$ cat src/logic/uedb_params.svh
// Offsets, bit positions and masks of the endpoint descriptor block.
`ifndef UEDB_PARAMS_SVH
`define UEDB_PARAMS_SVH
`define UEDB_OFS_CFG 3'h0
`define UEDB_OFS_XBASE 3'h1
`define UEDB_OFS_XCNT 3'h2
`define UEDB_OFS_YBASE 3'h5
`define UEDB_OFS_YCNT 3'h6
`define UEDB_OFS_SIZE 3'h7
`define UEDB_CFG_IRQ 2
`define UEDB_CFG_STALL 3
`define UEDB_CFG_DOUBLE_BUFFER_ENABLE 4
`define UEDB_CFG_TOGGLE 5
`define UEDB_CFG_MGR 7
`define UEDB_CNT_NAK 7
`define UEDB_CFG_WMASK 8'hfc
`define UEDB_SIZE_WMASK 8'h7f
`define UEDB_PAD_BITS 3'h0
`define UEDB_EP_NONE 3'h0
`define UEDB_DIR_OUT 1'h0
`endif

$ cat src/logic/uedb_pkg.sv
// Types shared by the endpoint descriptor block.
package uedb_pkg;
   typedef enum logic [1:0] {
      UEDB_RESP_ACCEPT = 2'b00,
      UEDB_RESP_NAK = 2'b01,
      UEDB_RESP_STALL = 2'b10,
      UEDB_RESP_OFF = 2'b11
   } uedb_resp_t;
   typedef enum logic [1:0] {
      UEDB_IDLE = 2'b00,
      UEDB_ANSWER = 2'b01,
      UEDB_DONE_CNT = 2'b10,
      UEDB_DONE_CFG = 2'b11
   } uedb_state_t;
   typedef struct packed {
      uedb_state_t state;
      logic [2:0] ep;
      logic [6:0] len;
      logic ready;
      logic resp_valid;
      uedb_resp_t resp;
      logic [10:0] start_addr;
      logic [6:0] max_size;
      logic use_y;
      logic [7:0] rdata;
      logic rvalid;
      logic irq;
   } uedb_core_t;
endpackage

$ cat src/logic/uedb_block.sv
// Endpoint descriptor table with firmware port and buffer manager lookup and update engine.
`timescale 1ns/1ps
`include "uedb_params.svh"
module uedb_block (
   input wire logic CORE_CLK,
   input wire logic SYS_RST,
   input wire logic [6:0] MCU_ADDR,
   input wire logic MCU_WE,
   input wire logic MCU_RE,
   input wire logic [7:0] MCU_WDATA,
   output logic [7:0] MCU_RDATA,
   output logic MCU_RVALID,
   input wire logic UBM_REQ,
   input wire logic [2:0] UBM_EP,
   output logic UBM_READY,
   output logic UBM_RESP_VALID,
   output logic [1:0] UBM_RESP,
   output logic [10:0] UBM_START_ADDR,
   output logic [6:0] UBM_MAX_SIZE,
   output logic UBM_USE_Y,
   input wire logic UBM_DONE,
   input wire logic [2:0] UBM_DONE_EP,
   input wire logic [6:0] UBM_DONE_LEN,
   output logic EP_IRQ
);
   localparam uedb_pkg::uedb_core_t CORE_RESET = '{state: uedb_pkg::UEDB_IDLE, ready: 1'b1,
      resp: uedb_pkg::UEDB_RESP_ACCEPT, default: '0};

   uedb_pkg::uedb_core_t q;
   uedb_pkg::uedb_core_t next_q;
   logic wr_en;
   logic [6:0] wr_idx;
   logic [7:0] wr_data;
   logic [7:0] mcu_byte;
   logic [63:0] desc;
   logic mcu_wr;
   logic [7:0] cfg;
   logic [7:0] cnt_sel;
   logic sel_y;

   function automatic logic [7:0] desc_byte(input logic [63:0] d, input logic [2:0] ofs);
      desc_byte = d[{ofs, 3'h0} +: 8];
   endfunction

   uedb_desc_ram #(.ADDR_W(7)) u_ram (
      .clk(CORE_CLK),
      .rst(SYS_RST),
      .we(wr_en),
      .widx(wr_idx),
      .wdata(wr_data),
      .ridx(MCU_ADDR),
      .rdata(mcu_byte),
      .desc_idx({`UEDB_DIR_OUT, q.ep}),
      .desc(desc)
   );

   // ----------------------------------------
   // Descriptor decode
   // ----------------------------------------
   assign cfg = desc_byte(desc, `UEDB_OFS_CFG);
   assign sel_y = cfg[`UEDB_CFG_DOUBLE_BUFFER_ENABLE] & cfg[`UEDB_CFG_TOGGLE];
   assign cnt_sel = desc_byte(desc, sel_y ? `UEDB_OFS_YCNT : `UEDB_OFS_XCNT);
   // Endpoint 0 sits in dedicated registers elsewhere, so its slots here are never written.
   assign mcu_wr = MCU_WE && (MCU_ADDR[5:3] != `UEDB_EP_NONE);

   // ----------------------------------------
   // Engine
   // ----------------------------------------
   always_comb begin
      next_q = q;
      next_q.resp_valid = 1'b0;
      next_q.irq = 1'b0;
      next_q.rvalid = MCU_RE;
      next_q.rdata = (MCU_ADDR[5:3] == `UEDB_EP_NONE) ? 8'h00 : mcu_byte;
      wr_en = mcu_wr;
      wr_idx = MCU_ADDR;
      wr_data = MCU_WDATA;
      // Firmware always wins the single write port; the engine simply waits a cycle.
      if (mcu_wr) begin
         if (MCU_ADDR[2:0] == `UEDB_OFS_CFG) begin
            wr_data = MCU_WDATA & `UEDB_CFG_WMASK;
         end else if (MCU_ADDR[2:0] == `UEDB_OFS_SIZE) begin
            wr_data = MCU_WDATA & `UEDB_SIZE_WMASK;
         end
      end
      unique case (q.state)
         uedb_pkg::UEDB_IDLE: begin
            if (UBM_DONE && UBM_DONE_EP != `UEDB_EP_NONE) begin
               next_q.ep = UBM_DONE_EP;
               next_q.len = UBM_DONE_LEN;
               next_q.state = uedb_pkg::UEDB_DONE_CNT;
               next_q.ready = 1'b0;
            end else if (UBM_REQ && !UBM_DONE) begin
               next_q.ep = UBM_EP;
               next_q.state = uedb_pkg::UEDB_ANSWER;
               next_q.ready = 1'b0;
            end
         end
         uedb_pkg::UEDB_ANSWER: begin
            next_q.resp_valid = 1'b1;
            next_q.use_y = sel_y;
            next_q.start_addr = {desc_byte(desc, sel_y ? `UEDB_OFS_YBASE : `UEDB_OFS_XBASE),
               `UEDB_PAD_BITS};
            next_q.max_size = 7'(desc_byte(desc, `UEDB_OFS_SIZE) & `UEDB_SIZE_WMASK);
            if (q.ep == `UEDB_EP_NONE || !cfg[`UEDB_CFG_MGR]) begin
               next_q.resp = uedb_pkg::UEDB_RESP_OFF;
            end else if (cfg[`UEDB_CFG_STALL]) begin
               next_q.resp = uedb_pkg::UEDB_RESP_STALL;
            end else if (cnt_sel[`UEDB_CNT_NAK]) begin
               next_q.resp = uedb_pkg::UEDB_RESP_NAK;
            end else begin
               next_q.resp = uedb_pkg::UEDB_RESP_ACCEPT;
            end
            next_q.state = uedb_pkg::UEDB_IDLE;
            next_q.ready = 1'b1;
         end
         uedb_pkg::UEDB_DONE_CNT: begin
            if (!mcu_wr) begin
               wr_en = 1'b1;
               wr_idx = {`UEDB_DIR_OUT, q.ep, sel_y ? `UEDB_OFS_YCNT : `UEDB_OFS_XCNT};
               wr_data = {1'b1, q.len};
               next_q.state = uedb_pkg::UEDB_DONE_CFG;
            end
         end
         uedb_pkg::UEDB_DONE_CFG: begin
            if (!mcu_wr) begin
               wr_en = 1'b1;
               wr_idx = {`UEDB_DIR_OUT, q.ep, `UEDB_OFS_CFG};
               wr_data = cfg ^ (8'h01 << `UEDB_CFG_TOGGLE);
               next_q.irq = cfg[`UEDB_CFG_IRQ];
               next_q.state = uedb_pkg::UEDB_IDLE;
               next_q.ready = 1'b1;
            end
         end
      endcase
   end

   always_ff @(posedge CORE_CLK) begin
      if (SYS_RST) begin
         q <= CORE_RESET;
      end else begin
         q <= next_q;
      end
   end

   assign MCU_RDATA = q.rdata;
   assign MCU_RVALID = q.rvalid;
   assign UBM_READY = q.ready;
   assign UBM_RESP_VALID = q.resp_valid;
   assign UBM_RESP = q.resp;
   assign UBM_START_ADDR = q.start_addr;
   assign UBM_MAX_SIZE = q.max_size;
   assign UBM_USE_Y = q.use_y;
   assign EP_IRQ = q.irq;
endmodule

$ cat src/logic/uedb_desc_ram.sv
// Descriptor storage: byte write port, byte read port and a whole-descriptor read port.
`timescale 1ns/1ps
`include "uedb_params.svh"
module uedb_desc_ram #(
   parameter int ADDR_W = 7
) (
   input wire logic clk,
   input wire logic rst,
   input wire logic we,
   input wire logic [ADDR_W-1:0] widx,
   input wire logic [7:0] wdata,
   input wire logic [ADDR_W-1:0] ridx,
   output logic [7:0] rdata,
   input wire logic [ADDR_W-4:0] desc_idx,
   output logic [63:0] desc
);
   localparam int DEPTH = 2 ** ADDR_W;
   logic [7:0] mem [DEPTH];

   // ----------------------------------------
   // Storage
   // ----------------------------------------
   // Only the stall flags have a reset value; the rest of the table is left for firmware.
   always_ff @(posedge clk) begin
      if (rst) begin
         for (int i = 0; i < DEPTH / 8; i++) begin
            mem[i * 8][`UEDB_CFG_STALL] <= 1'b0;
         end
      end else if (we) begin
         mem[widx] <= wdata;
      end
   end

   assign rdata = mem[ridx];

   genvar g;
   generate
      for (g = 0; g < 8; g++) begin : g_desc
         assign desc[g*8 +: 8] = mem[{desc_idx, 3'(g)}];
      end
   endgenerate
endmodule

$ cat config.mk
export PLATFORM = sky130hd
export DESIGN_NAME = uedb_block
export DESIGN_NICKNAME = d
export VERILOG_FILES = /design/src/logic/uedb_pkg.sv /design/src/logic/uedb_block.sv /design/src/logic/uedb_desc_ram.sv
export VERILOG_INCLUDE_DIRS = /design/src /design/src/logic
export SDC_FILE = /design/constraint.sdc
export NUM_CORES = 1
export LEC_CHECK = 0
export BUFFER_PORTS_ARGS = -buffer_cell sky130_fd_sc_hd__buf_2
export CAP_MARGIN = 20
export CORE_MARGIN = 2
export CORE_UTILIZATION = 30
export CTS_CLUSTER_DIAMETER = 30
export DETAILED_ROUTE_END_ITERATION = 8
export GPL_TIMING_DRIVEN = 0
export PLACE_DENSITY_LB_ADDON = 0.2
export SYNTH_ARGS = -nofsm -noshare
export SYNTH_HDL_FRONTEND = slang
export SYNTH_SLANG_ARGS = --single-unit
export TNS_END_PERCENT = 30
$ cat constraint.sdc
create_clock -name CORE_CLK -period 39 [get_ports CORE_CLK]
set_input_delay 3.9 -clock CORE_CLK [delete_from_list [all_inputs] [get_ports CORE_CLK]]
set_output_delay 3.9 -clock CORE_CLK [all_outputs]
set_load 0.05 [all_outputs]
* After elaboration in Yosys (flattened, before gate mapping)
Memory sizes are Yosys's and may differ from the RTL's. A register that Yosys moved wholly into a read port is not among the register bits.
Index checks and enable logic that the tools add are counted.
** Storage, ports and cells
- Bits in registers :: 34
- Bits in latches :: 0
- Bits in writable memories :: 1024
- Bits in read-only memories :: 0
- Bits of input ports :: 34
- Output and inout port bits :: 33
- Logic and storage cells :: 95
- Memories :: 1
** Memory list
- u_ram.mem :: words 128, bits a word 8, read ports 9, clocked after memory_dff 9, wr ports 16, RTL line uedb_desc_ram.sv:18 : logic [7:0] mem [DEPTH];
** Cells by class
- Add/subtract/negate cells :: 0
- $mul :: 0
- Div/mod/pow operators :: 0
- $lt $le $gt $ge :: 0
- Equality and inequality tests :: 7
- Shift operators :: 2
- Multiplexer cells :: 49
- Bitwise gates (word level) :: 3
- Reduce and logical (&&, ||, !) cells :: 22
** Operators by type and width (count)
- $mux W7 :: 19
- $shiftx A64 B7 Y8 :: 2
- $mux W8 :: 6
- $mux W22 :: 1
- $pmux W8 S2 :: 1
- $pmux W7 S2 :: 1
- $mux W1 :: 10
- $mux W2 :: 5
- $mux W5 :: 2
- $logic_not A3 Y1 :: 3
- $reduce_bool A3 Y1 :: 3
- $pmux W2 S4 :: 1
- $reduce_or A8 Y1 :: 1
- $mux W3 :: 2
- $reduce_and A3 Y1 :: 2
- $eq A2 B2 Y1 const B :: 2
- $ne A2 B2 Y1 const B :: 2
- $reduce_and A2 Y1 :: 2
- $reduce_or A2 Y1 :: 2
- $eq A3 B3 Y1 const B :: 1
- $logic_and A1 B1 Y1 :: 3
- $ne A3 B3 Y1 const B :: 1
- $pmux W1 S3 :: 1
- $reduce_or A3 Y1 :: 1
- 7 further kinds :: 9

* Depth between registers and ports, before layout
Gate-level depths: netlist of run 1.
- Depth in word-level cells :: 8
- Gate-level depth with buffers :: 10
- Depth with buffers taken out :: 6

* Hierarchy
A second synthesis of run 1 with hierarchy kept.
** Second synthesis, totals
- Cell total of the unflattened synthesis :: 2484
- Area, all modules :: 49910.4 um2
** Modules (own cells, without submodules)
- uedb_desc_ram :: times used 1, cells each 2222, area each 47730.8 um2, seq. area each 30599.3 um2
- uedb_block :: times used 1, cells each 262, area each 2179.6 um2, seq. area each 840.8 um2

* Worst setup path before layout of run 1
OpenSTA, ideal clock, no wires.
- Path type :: input port to flip-flop
- Start :: in MCU_WE
- End :: mem u_ram.mem[0][6], data pin
- Library setup time :: 2.149 ns
- Arrival time :: 14.874 ns
- Data required time :: 36.851 ns
- Setup slack :: 21.977 ns
- Cell stages on the path :: 7
- Path buffers :: 2
- Cells stage by stage :: clkbuf_1 -> o31ai_1 -> clkbuf_1 -> and2_1 -> nand2_1 -> a211oi_1 -> a2111oi_0
** RTL lines
- from (decl) :: RTL line uedb_block.sv:8 : input wire logic MCU_WE,
- to (decl) :: RTL line uedb_desc_ram.sv:18

==> results of run 1 <==
worst register-to-register path, delay by kind of cell (launching register included):
family / cells / cell delay [ps]
buffers and inverters: 7 / 2820
AOI/OAI and AO/OA: 2 / 950
DFF: 1 / 530
muxes: 1 / 360
and+or+nand+nor: 1 / 240
registers in the layout (all words and copies together), names as in the netlist, 2 cells and up, named ones only:
signal / cells
MCU_RDATA: 8
u_ram.mem: 929
UBM_RESP: 2
UBM_START_ADDR: 8
UBM_MAX_SIZE: 7
q: 12
cells in the mapped netlist (all sizes together) (3+ instances only):
cell type	count	area [um^2]
nand3	48	240
nor4	9	56.3
o21ai	14	70.1
nand3b	3	22.5
a211oi	15	113
a32oi	3	26.3
nor3	55	275
o22ai	9	56.3
nand2	41	154
a22o	8	70.1
nor2	231	870
buf	93	534
a32o	4	40.0
nand2b	24	150
a21oi	66	330
clkbuf	106	398
a2111oi	9	78.8
nand4	4	25.0
nor2b	6	37.5
mux2i	227	2270
and2	5	31.3
edfxtp	915	27500
dfxtp	59	1180
a31oi	9	56.3
or2	8	52.6
mux4	226	5100
a22oi	76	571
and3	11	68.8
metrics by stage:
stage	power, W	util [%]
2_1_floorplan	0.00130	-
3_3_place_gp	0.00139	32.3
3_5_place_dp	0.00139	33.1
4_1_cts	0.00323	38.6
5_1_grt	0.00329	38.7
6_report	0.00321	38.7
layer usage:
| layer | vias up | part of all wire [%] | global-route usage, % |
|---|---|---|---|
| met5 | - | 0.041 | 0 |
| met4 | 10 | 3.4 | 7.90 |
| met3 | 251 | 8.6 | 4.74 |
| met2 | 1314 | 47 | 33.1 |
| met1 | 13100 | 41 | 27.9 |
| li1 | 10200 | - | - |
area by class of cell:
class                           count  area share [%]
Timing Repair Buffer              151            2.59
Inverter                            2          0.0145
Tap cell                         1768            4.27
Clock inverter                    168            4.06
Multi-Input combinational cell   1162            21.6
Buffer                            199            1.80
Antenna cell                        2         0.00967
Clock buffer                      226            10.2
Sequential cell                   974            55.4
final timing paths:
path                     from               end  slack [ps]  cells after the start
min          u_ram.mem[80][3]  u_ram.mem[80][3]         470                      2
min reg2reg  u_ram.mem[80][3]  u_ram.mem[80][3]         470                      2
max               MCU_ADDR[0]  u_ram.mem[21][7]       30690                      7
max reg2reg          register  u_ram.mem[46][6]       33930                     11
cells by family (layout without fill, tap and decap cells):
group	Yosys count	in the layout	synth area share [%]
AO/OA/AOI/OAI	227	227	3.76
AND/OR/NAND/NOR	454	454	5.07
multiplexers	455	455	18.2
other	1	28	0.00924
buffers and inverters	201	746	2.32
flip-flops	974	974	70.6
report_power, final:
group / total, W / internal [W] / switching, W
clock network: 0.00183 / 0.00122 / 0.000612
registers: 0.00116 / 0.00116 / 0.00000551
logic: 0.000216 / 0.0000717 / 0.000144
==> flow_summary.rst, run 1 <==
.. list-table::
   :header-rows: 1

   * - Metric
     - Value
   * - CTS buffer count
     - a little over 200
   * - Final-layout worst hold slack
     - 469 ps
   * - Leading cell types in the layout, fill and taps excluded
     - edfxtp_1, nor2_1, mux2i_1
   * - Data required time of the worst path
     - 39410 ps
   * - Max-slew violation total from the final report
     - 0
   * - Number of detailed-routing iterations run before antenna repair
     - 6
   * - Post-layout minimum cycle time
     - 8320 ps
   * - Critical path class
     - in2reg
   * - Path class of the lowest-slack min-delay path
     - reg2reg
   * - Global route overflow
     - 0
   * - Achievable frequency
     - between 100 and 150 MHz
   * - Ratio of final minimum period to clock period
     - a little over a fifth
   * - Cell with the biggest individual delay on the critical path
     - nand3_1
   * - Number of post-CTS setup repair buffers
     - 0
   * - Antenna violations before repair
     - 9
   * - Number of different library cells in the post-synthesis netlist
     - 55
   * - Largest stage delay, worst path
     - 1060 ps
   * - Worst-case clock buffer depth
     - 3
   * - ANT nets after route
     - 0
   * - Deepest level of the CTS H-tree
     - 4
   * - Maximum number of pins on one net before global-route repair
     - 42
   * - Unrepaired setup endpoints after global routing
     - false
   * - Register area
     - 28700 um^2
   * - Cell Pwr Density
     - around 62 nW/um^2
   * - Gr usage total
     - 20.9%
   * - Synth Area per Inst
     - 17.6 um^2
   * - Clock latency at the later pin of the worst-skew pair
     - between 800 and 900 ps
   * - Post-Place Setup Slack
     - around 30000 ps
   * - Critical Path End Type
     - register
   * - Root buf cell
     - clkbuf_16
   * - Die span in x
     - 372 um
   * - Filler instances
     - 12300
   * - CP bufs+invs
     - 5
   * - Initial drt markers
     - 3168
   * - Sequential share of the synthesized area
     - a little over 70%
   * - Post-route DRC violation count
     - 0
   * - LEAKAGE
     - 17.5 nW
   * - Slew at the pin closest to its max-slew limit
     - 1230 ps
   * - Result of the run
     - complete, no violations
   * - Largest fanout on the critical path
     - 10
   * - Post-synth EDFFs
     - 915
   * - Worst voltage drop across the vdd grid
     - 0.0000449 V
   * - Placed standard-cell area
     - approximately 44000 um^2
   * - Arrival time at the worst endpoint
     - about 8700 ps
   * - HPWL Detailed
     - 108000 um
   * - Worst path setup slack after routing
     - between 30000 and 40000 ps
   * - Clock tree skew after final layout
     - 41.1 ps
   * - Number of core rows
     - 134
   * - IO buf count
     - 59
   * - Clock-pin slew reported for the worst setup and hold paths after clock tree synthesis
     - 50 ps
   * - Post-cts resize count
     - 0
   * - Worst relative slew slack
     - approximately 18%
   * - Fin area
     - about 52000 um^2
   * - Placed Cells
     - about 4200
   * - Vias in the first global route
     - 25100
   * - Synthesized netlist cell count
     - 2312
   * - Worst setup SP type
     - input port
   * - Global-route wire length before repair
     - 198000 um
   * - Async S/R FF share, synth
     - 0%
   * - Number of buffers inserted by hold repair at cts
     - 0
   * - Number of warnings issued by yosys
     - 0
   * - Floorplan Core Area
     - 134000 um^2
   * - Cell class contributing the biggest share of worst-path delay
     - buffers and inverters
   * - Non-filler instance count after layout
     - 4652
   * - Initial standard-cell utilization of the core
     - 30.3%
   * - Most used flip-flop cell after synthesis
     - edfxtp_1
   * - TritonCTS clock tree
     - built
   * - Final total negative setup slack
     - 0 ps
   * - Final-report hold violation count
     - 0
   * - Area occupied by multi-input gates
     - 11200 um^2
   * - Global placement routability congestion
     - approximately 0.94
   * - Netlist area before placement
     - around 41000 um^2
   * - Height of the chip
     - 372 um
   * - Commonest non-fill, non-tap cell in the layout
     - edfxtp_1
   * - Count of boundary I/O pins
     - 67
   * - Count of clock tree sinks
     - 974
   * - Max-cap violations
     - 0
   * - Area enclosed by the die boundary
     - 138000 um^2
   * - Number of nets in the final layout
     - 2731
   * - Chain of cells forming the critical path
     - clkbuf_1 -> buf_2 -> buf_2 -> buf_1 -> nand3_1 -> clkbuf_1 -> nor2_1
   * - Area growth from synthesis to layout
     - 27.6%
   * - Final setup viols
     - 0
   * - Layout cell share with drive strength beyond 1
     - 28.3%
   * - Total routed wirelength
     - 145000 um
   * - Number of vias in the routed layout
     - 24800
   * - Via count normalized by instance count
     - 5.34
   * - Wire length per cell after detailed routing
     - roughly 31 um
   * - Flops & latches, synth
     - 974
No activity file was read; power rests on OpenSTA's default activity.
==> run 2: changes to the inputs <==
--- a/config.mk
+++ b/config.mk
@@ -6,6 +6,7 @@
 export SDC_FILE = /design/constraint.sdc
 export NUM_CORES = 1
 export LEC_CHECK = 0
+export ABC_AREA = 1
 export BUFFER_PORTS_ARGS = -buffer_cell sky130_fd_sc_hd__buf_2
 export CAP_MARGIN = 20
 export CORE_MARGIN = 2
==> constraint.sdc (replaced) <==
create_clock -name CORE_CLK -period 8.07 [get_ports CORE_CLK]
set_input_delay 0.807 -clock CORE_CLK [delete_from_list [all_inputs] [get_ports CORE_CLK]]
set_output_delay 0.807 -clock CORE_CLK [all_outputs]
set_load 0.05 [all_outputs]
==> flow_summary.rst, run 2 <==
.. list-table::
   :header-rows: 1

   * - Metric
     - Value
   * - Deepest level of the CTS H-tree
     - 4 (unchanged)
   * - Floorplan Core Area
     - 154000 um^2 (+15%)
   * - Cell class contributing the biggest share of worst-path delay
     - buffers and inverters
   * - LEAKAGE
     - 21.6 nW (+24%)
   * - Final setup viols
     - 0 (unchanged)
   * - Area enclosed by the die boundary
     - 158000 um^2 (+14%)
   * - Most used flip-flop cell after synthesis
     - edfxtp_1
   * - Largest Register
     - u_ram.mem
   * - Ratio of final minimum period to clock period
     - 58.8%
   * - Number of flip-flops in the largest register
     - 1024 (+10%)
   * - Slew at the pin closest to its max-slew limit
     - 1300 ps (+68.7 ps)
   * - Number of different library cells in the post-synthesis netlist
     - 45 (-18%)
   * - Antenna violations before repair
     - 8 (-1)
   * - Arrival time at the worst endpoint
     - 5420 ps (-3300 ps)
   * - Area growth from synthesis to layout
     - 27.0%
   * - ANT nets after route
     - 0 (unchanged)
   * - Register share of total power
     - 35.1% (-1.1 points)
   * - Synthesized netlist cell count
     - 4371 (+89%)
   * - Layout cell share with drive strength beyond 1
     - 13.6% (-15 points)
   * - Global route overflow
     - 0 (unchanged)
   * - Path class of the lowest-slack min-delay path
     - in2reg
   * - Commonest non-fill, non-tap cell in the layout
     - edfxtp_1
   * - Number of nets in the final layout
     - 4861 (+78%)
   * - IO buf count
     - 58 (-1.7%)
   * - Async S/R FF share, synth
     - 0% (unchanged)
   * - Filler instances
     - 15200 (+23%)
   * - Leading cell types in the layout, fill and taps excluded
     - edfxtp_1, nand2_1, nor2_1
   * - Unrepaired setup endpoints after global routing
     - false
   * - Count of boundary I/O pins
     - 67 (unchanged)
   * - Achievable frequency
     - 211 MHz
   * - Internal portion of total power
     - 0.0131 W (+430%)
   * - Post-synth EDFFs
     - 1009 (+10%)
   * - Cell Pwr Density
     - 305 nW/um^2 (+390%)
   * - Global-route wire length before repair
     - 287000 um (+45%)
   * - Data required time of the worst path
     - 8750 ps (-30660 ps)
   * - Worst setup SP type
     - input port
   * - Vias in the first global route
     - 35600 (+42%)
   * - Clock-pin slew reported for the worst setup and hold paths after clock tree synthesis
     - 50 ps (about the same)
   * - TritonCTS clock tree
     - built
   * - Number of buffers inserted by hold repair at cts
     - 0 (unchanged)
   * - Gr usage total
     - 26.5% (+5.6 points)
   * - HPWL Detailed
     - 161000 um (+49%)
   * - Largest stage delay, worst path
     - 1030 ps (-30 ps)
   * - Largest registers in the final layout
     - u_ram.mem x1024, q x12
   * - Register area
     - 31500 um^2 (+9.9%)
   * - Largest fanout on the critical path
     - 10 (unchanged)
   * - Number of core rows
     - 144 (+7.5%)
   * - Initial drt markers
     - 5285 (+67%)
   * - Relative contribution of the clock network to total power
     - 54.4% (-2.7 points)
   * - Cell with the biggest individual delay on the critical path
     - clkbuf_1
   * - Clock tree skew after final layout
     - 48.9 ps (+7.77 ps)
   * - Sequential share of the synthesized area
     - 68.0% (-2.7 points)
   * - Ranking of synthesized cells by area
     - edfxtp_1, nand2_1, o21ai_0
   * - Wire length per cell after detailed routing
     - 30.1 um (-3.4%)
   * - Final total negative setup slack
     - 0 ps (unchanged)
   * - Number of vias in the routed layout
     - 37700 (+52%)
   * - Share of the synthesized area in the top cell type
     - 65.4% (-2.4 points)
   * - Switching power share of the total
     - 27.0% (+3.3 points)
   * - Overall power of the completed layout
     - 0.0180 W (+460%)
   * - Worst path most repeated cell
     - nand2_1
   * - Worst voltage drop across the vdd grid
     - 0.000210 V (+370%)
   * - Post-Place Setup Slack
     - 2970 ps (-27010 ps)
   * - CTS buffer count
     - 237 (+14%)
   * - Netlist area before placement
     - 46400 um^2 (+14%)
   * - Critical path class
     - in2reg
   * - Post-cts resize count
     - 0 (unchanged)
   * - Max-cap violations
     - 0 (unchanged)
   * - Flops & latches, synth
     - 1069 (+9.8%)
   * - Result of the run
     - complete, no violations
   * - Most common cell in the synthesized netlist
     - edfxtp_1
   * - Area occupied by multi-input gates
     - 13300 um^2 (+19%)
   * - Maximum number of pins on one net before global-route repair
     - 35 (-17%)
   * - Count of clock tree sinks
     - 1069 (+9.8%)
   * - Global placement routability congestion
     - 0.965 (+2.3%)
   * - Root buf cell
     - clkbuf_16
   * - Via count normalized by instance count
     - 5.32 (-0.22%)
   * - Clock latency at the later pin of the worst-skew pair
     - 860 ps (+40 ps)
   * - CP bufs+invs
     - 4 (-1)
   * - Synth Area per Inst
     - 10.6 um^2 (-40%)
   * - Worst-case clock buffer depth
     - 3 (unchanged)
   * - Max-slew violation total from the final report
     - 0 (unchanged)
   * - Post-route DRC violation count
     - 0 (unchanged)
   * - Chain of cells forming the critical path
     - buf_2 -> inv_2 -> nor2_1 -> clkbuf_1 -> clkbuf_1 -> a21oi_1 -> nand2_1 -> nand3_1 -> nand2_1 -> nand2_1 -> nand2_1 -> nor2_1 -> nor2_1
   * - Number of detailed-routing iterations run before antenna repair
     - 7 (+1)
   * - Total routed wirelength
     - 213000 um (+47%)
   * - Number of warnings issued by yosys
     - 0 (unchanged)
   * - Most numerous cell types in the synthesized netlist
     - edfxtp_1, nand2_1, nor2_1
   * - Die span in x
     - 397 um (+6.8%)
   * - Height of the chip
     - 397 um (+6.8%)
   * - Switching power
     - 0.00485 W (+540%)
   * - Final-report hold violation count
     - 0 (unchanged)
   * - Proportion of power drawn by combinational gates
     - 10.6% (+3.9 points)
   * - Worst relative slew slack
     - 13.2% (-4.6 points)
   * - Post-layout minimum cycle time
     - between 4000 and 5000 ps
   * - Post-synthesis cell type with the largest combined area
     - edfxtp_1
   * - Worst path setup slack after routing
     - 3330 ps (-27360 ps)
   * - Number of post-CTS setup repair buffers
     - 0 (unchanged)
   * - Critical Path End Type
     - register
   * - Final standard cell utilization of the core
     - 38.3% (-0.38 points)
   * - Initial standard-cell utilization of the core
     - 30.2% (-0.16 points)
[run 2: changes by cell type after synthesis, moves of 154 or more]
cell     delta
a21oi_1   +154
mux4_2    -224
mux2i_1   -227
nor2_1    +447
nand2_1   +918
o22ai_1   +160
o21ai_0   +529
[run 2: cell type report]
cell class                 instances  share of cell area (%)
clock inverter                   189                    3.62
clock buffer                     259                    10.2
inverter                         119                   0.763
buffer                           335                    2.68
timing repair buffer             112                    2.21
multi-input combinational       2953                    22.6
sequential                      1069                    53.5
antenna                            4                  0.0170
tap                             2044                    4.34
[run 2: metal layers]
layer	share of wire [%]	up-vias	track usage, %
met5	0.022	-	0
met4	4.1	10	10.7
met3	10	411	6.93
met2	44	2148	40.5
met1	41	18900	35.7
li1	-	16200	-
[run 2: kinds of logic after synthesis]
| logic type | Yosys count | synth area share, % |
|---|---|---|
| AO/OA/AOI/OAI | 1061 | 12.6 |
| buffers and inverters | 454 | 4.38 |
| flip-flops | 1069 | 68.0 |
| other | 1 | 0.00809 |
| AND/OR/NAND/NOR | 1786 | 15.1 |
[run 2: power groups by stage]
stage               Combinational, W  Clock, W  Sequential [W]
CTS                          0.00183   0.00982         0.00630
global route                 0.00196    0.0101         0.00630
global placement             0.00171         0         0.00650
finish                       0.00190   0.00977         0.00630
floorplan                   0.000880         0         0.00641
detailed placement           0.00183         0         0.00639
[run 2: worst register-to-register path, delay by kind of cell (launching register included)]
| family | cells | cell delay, ps |
|---|---|---|
| simple gates | 2 | 430 |
| flops | 1 | 300 |
| buf+inv | 7 | 2730 |
| compound gates | 2 | 1030 |
[run 2: through the flow]
step                      hold WS (ps)  cell area, um^2  std cells
after floorplan                    411            46800       4476
after global routing               187            58900       7080
final                              179            58900       7084
after CTS                          132            58900       7080
after detailed placement           433            50700       6632
after global placement             423            49600       6578
[run 2: worst paths after layout]
path	endpoint	depth (start not counted)	from	slack, ps
max reg2reg	u_ram.mem[55][0]	11	register	3340
max	MCU_RDATA[2]	13	MCU_ADDR[1]	3330
min	MCU_RVALID	3	MCU_RE	180
min reg2reg	u_ram.mem[64][3]	2	u_ram.mem[64][3]	440
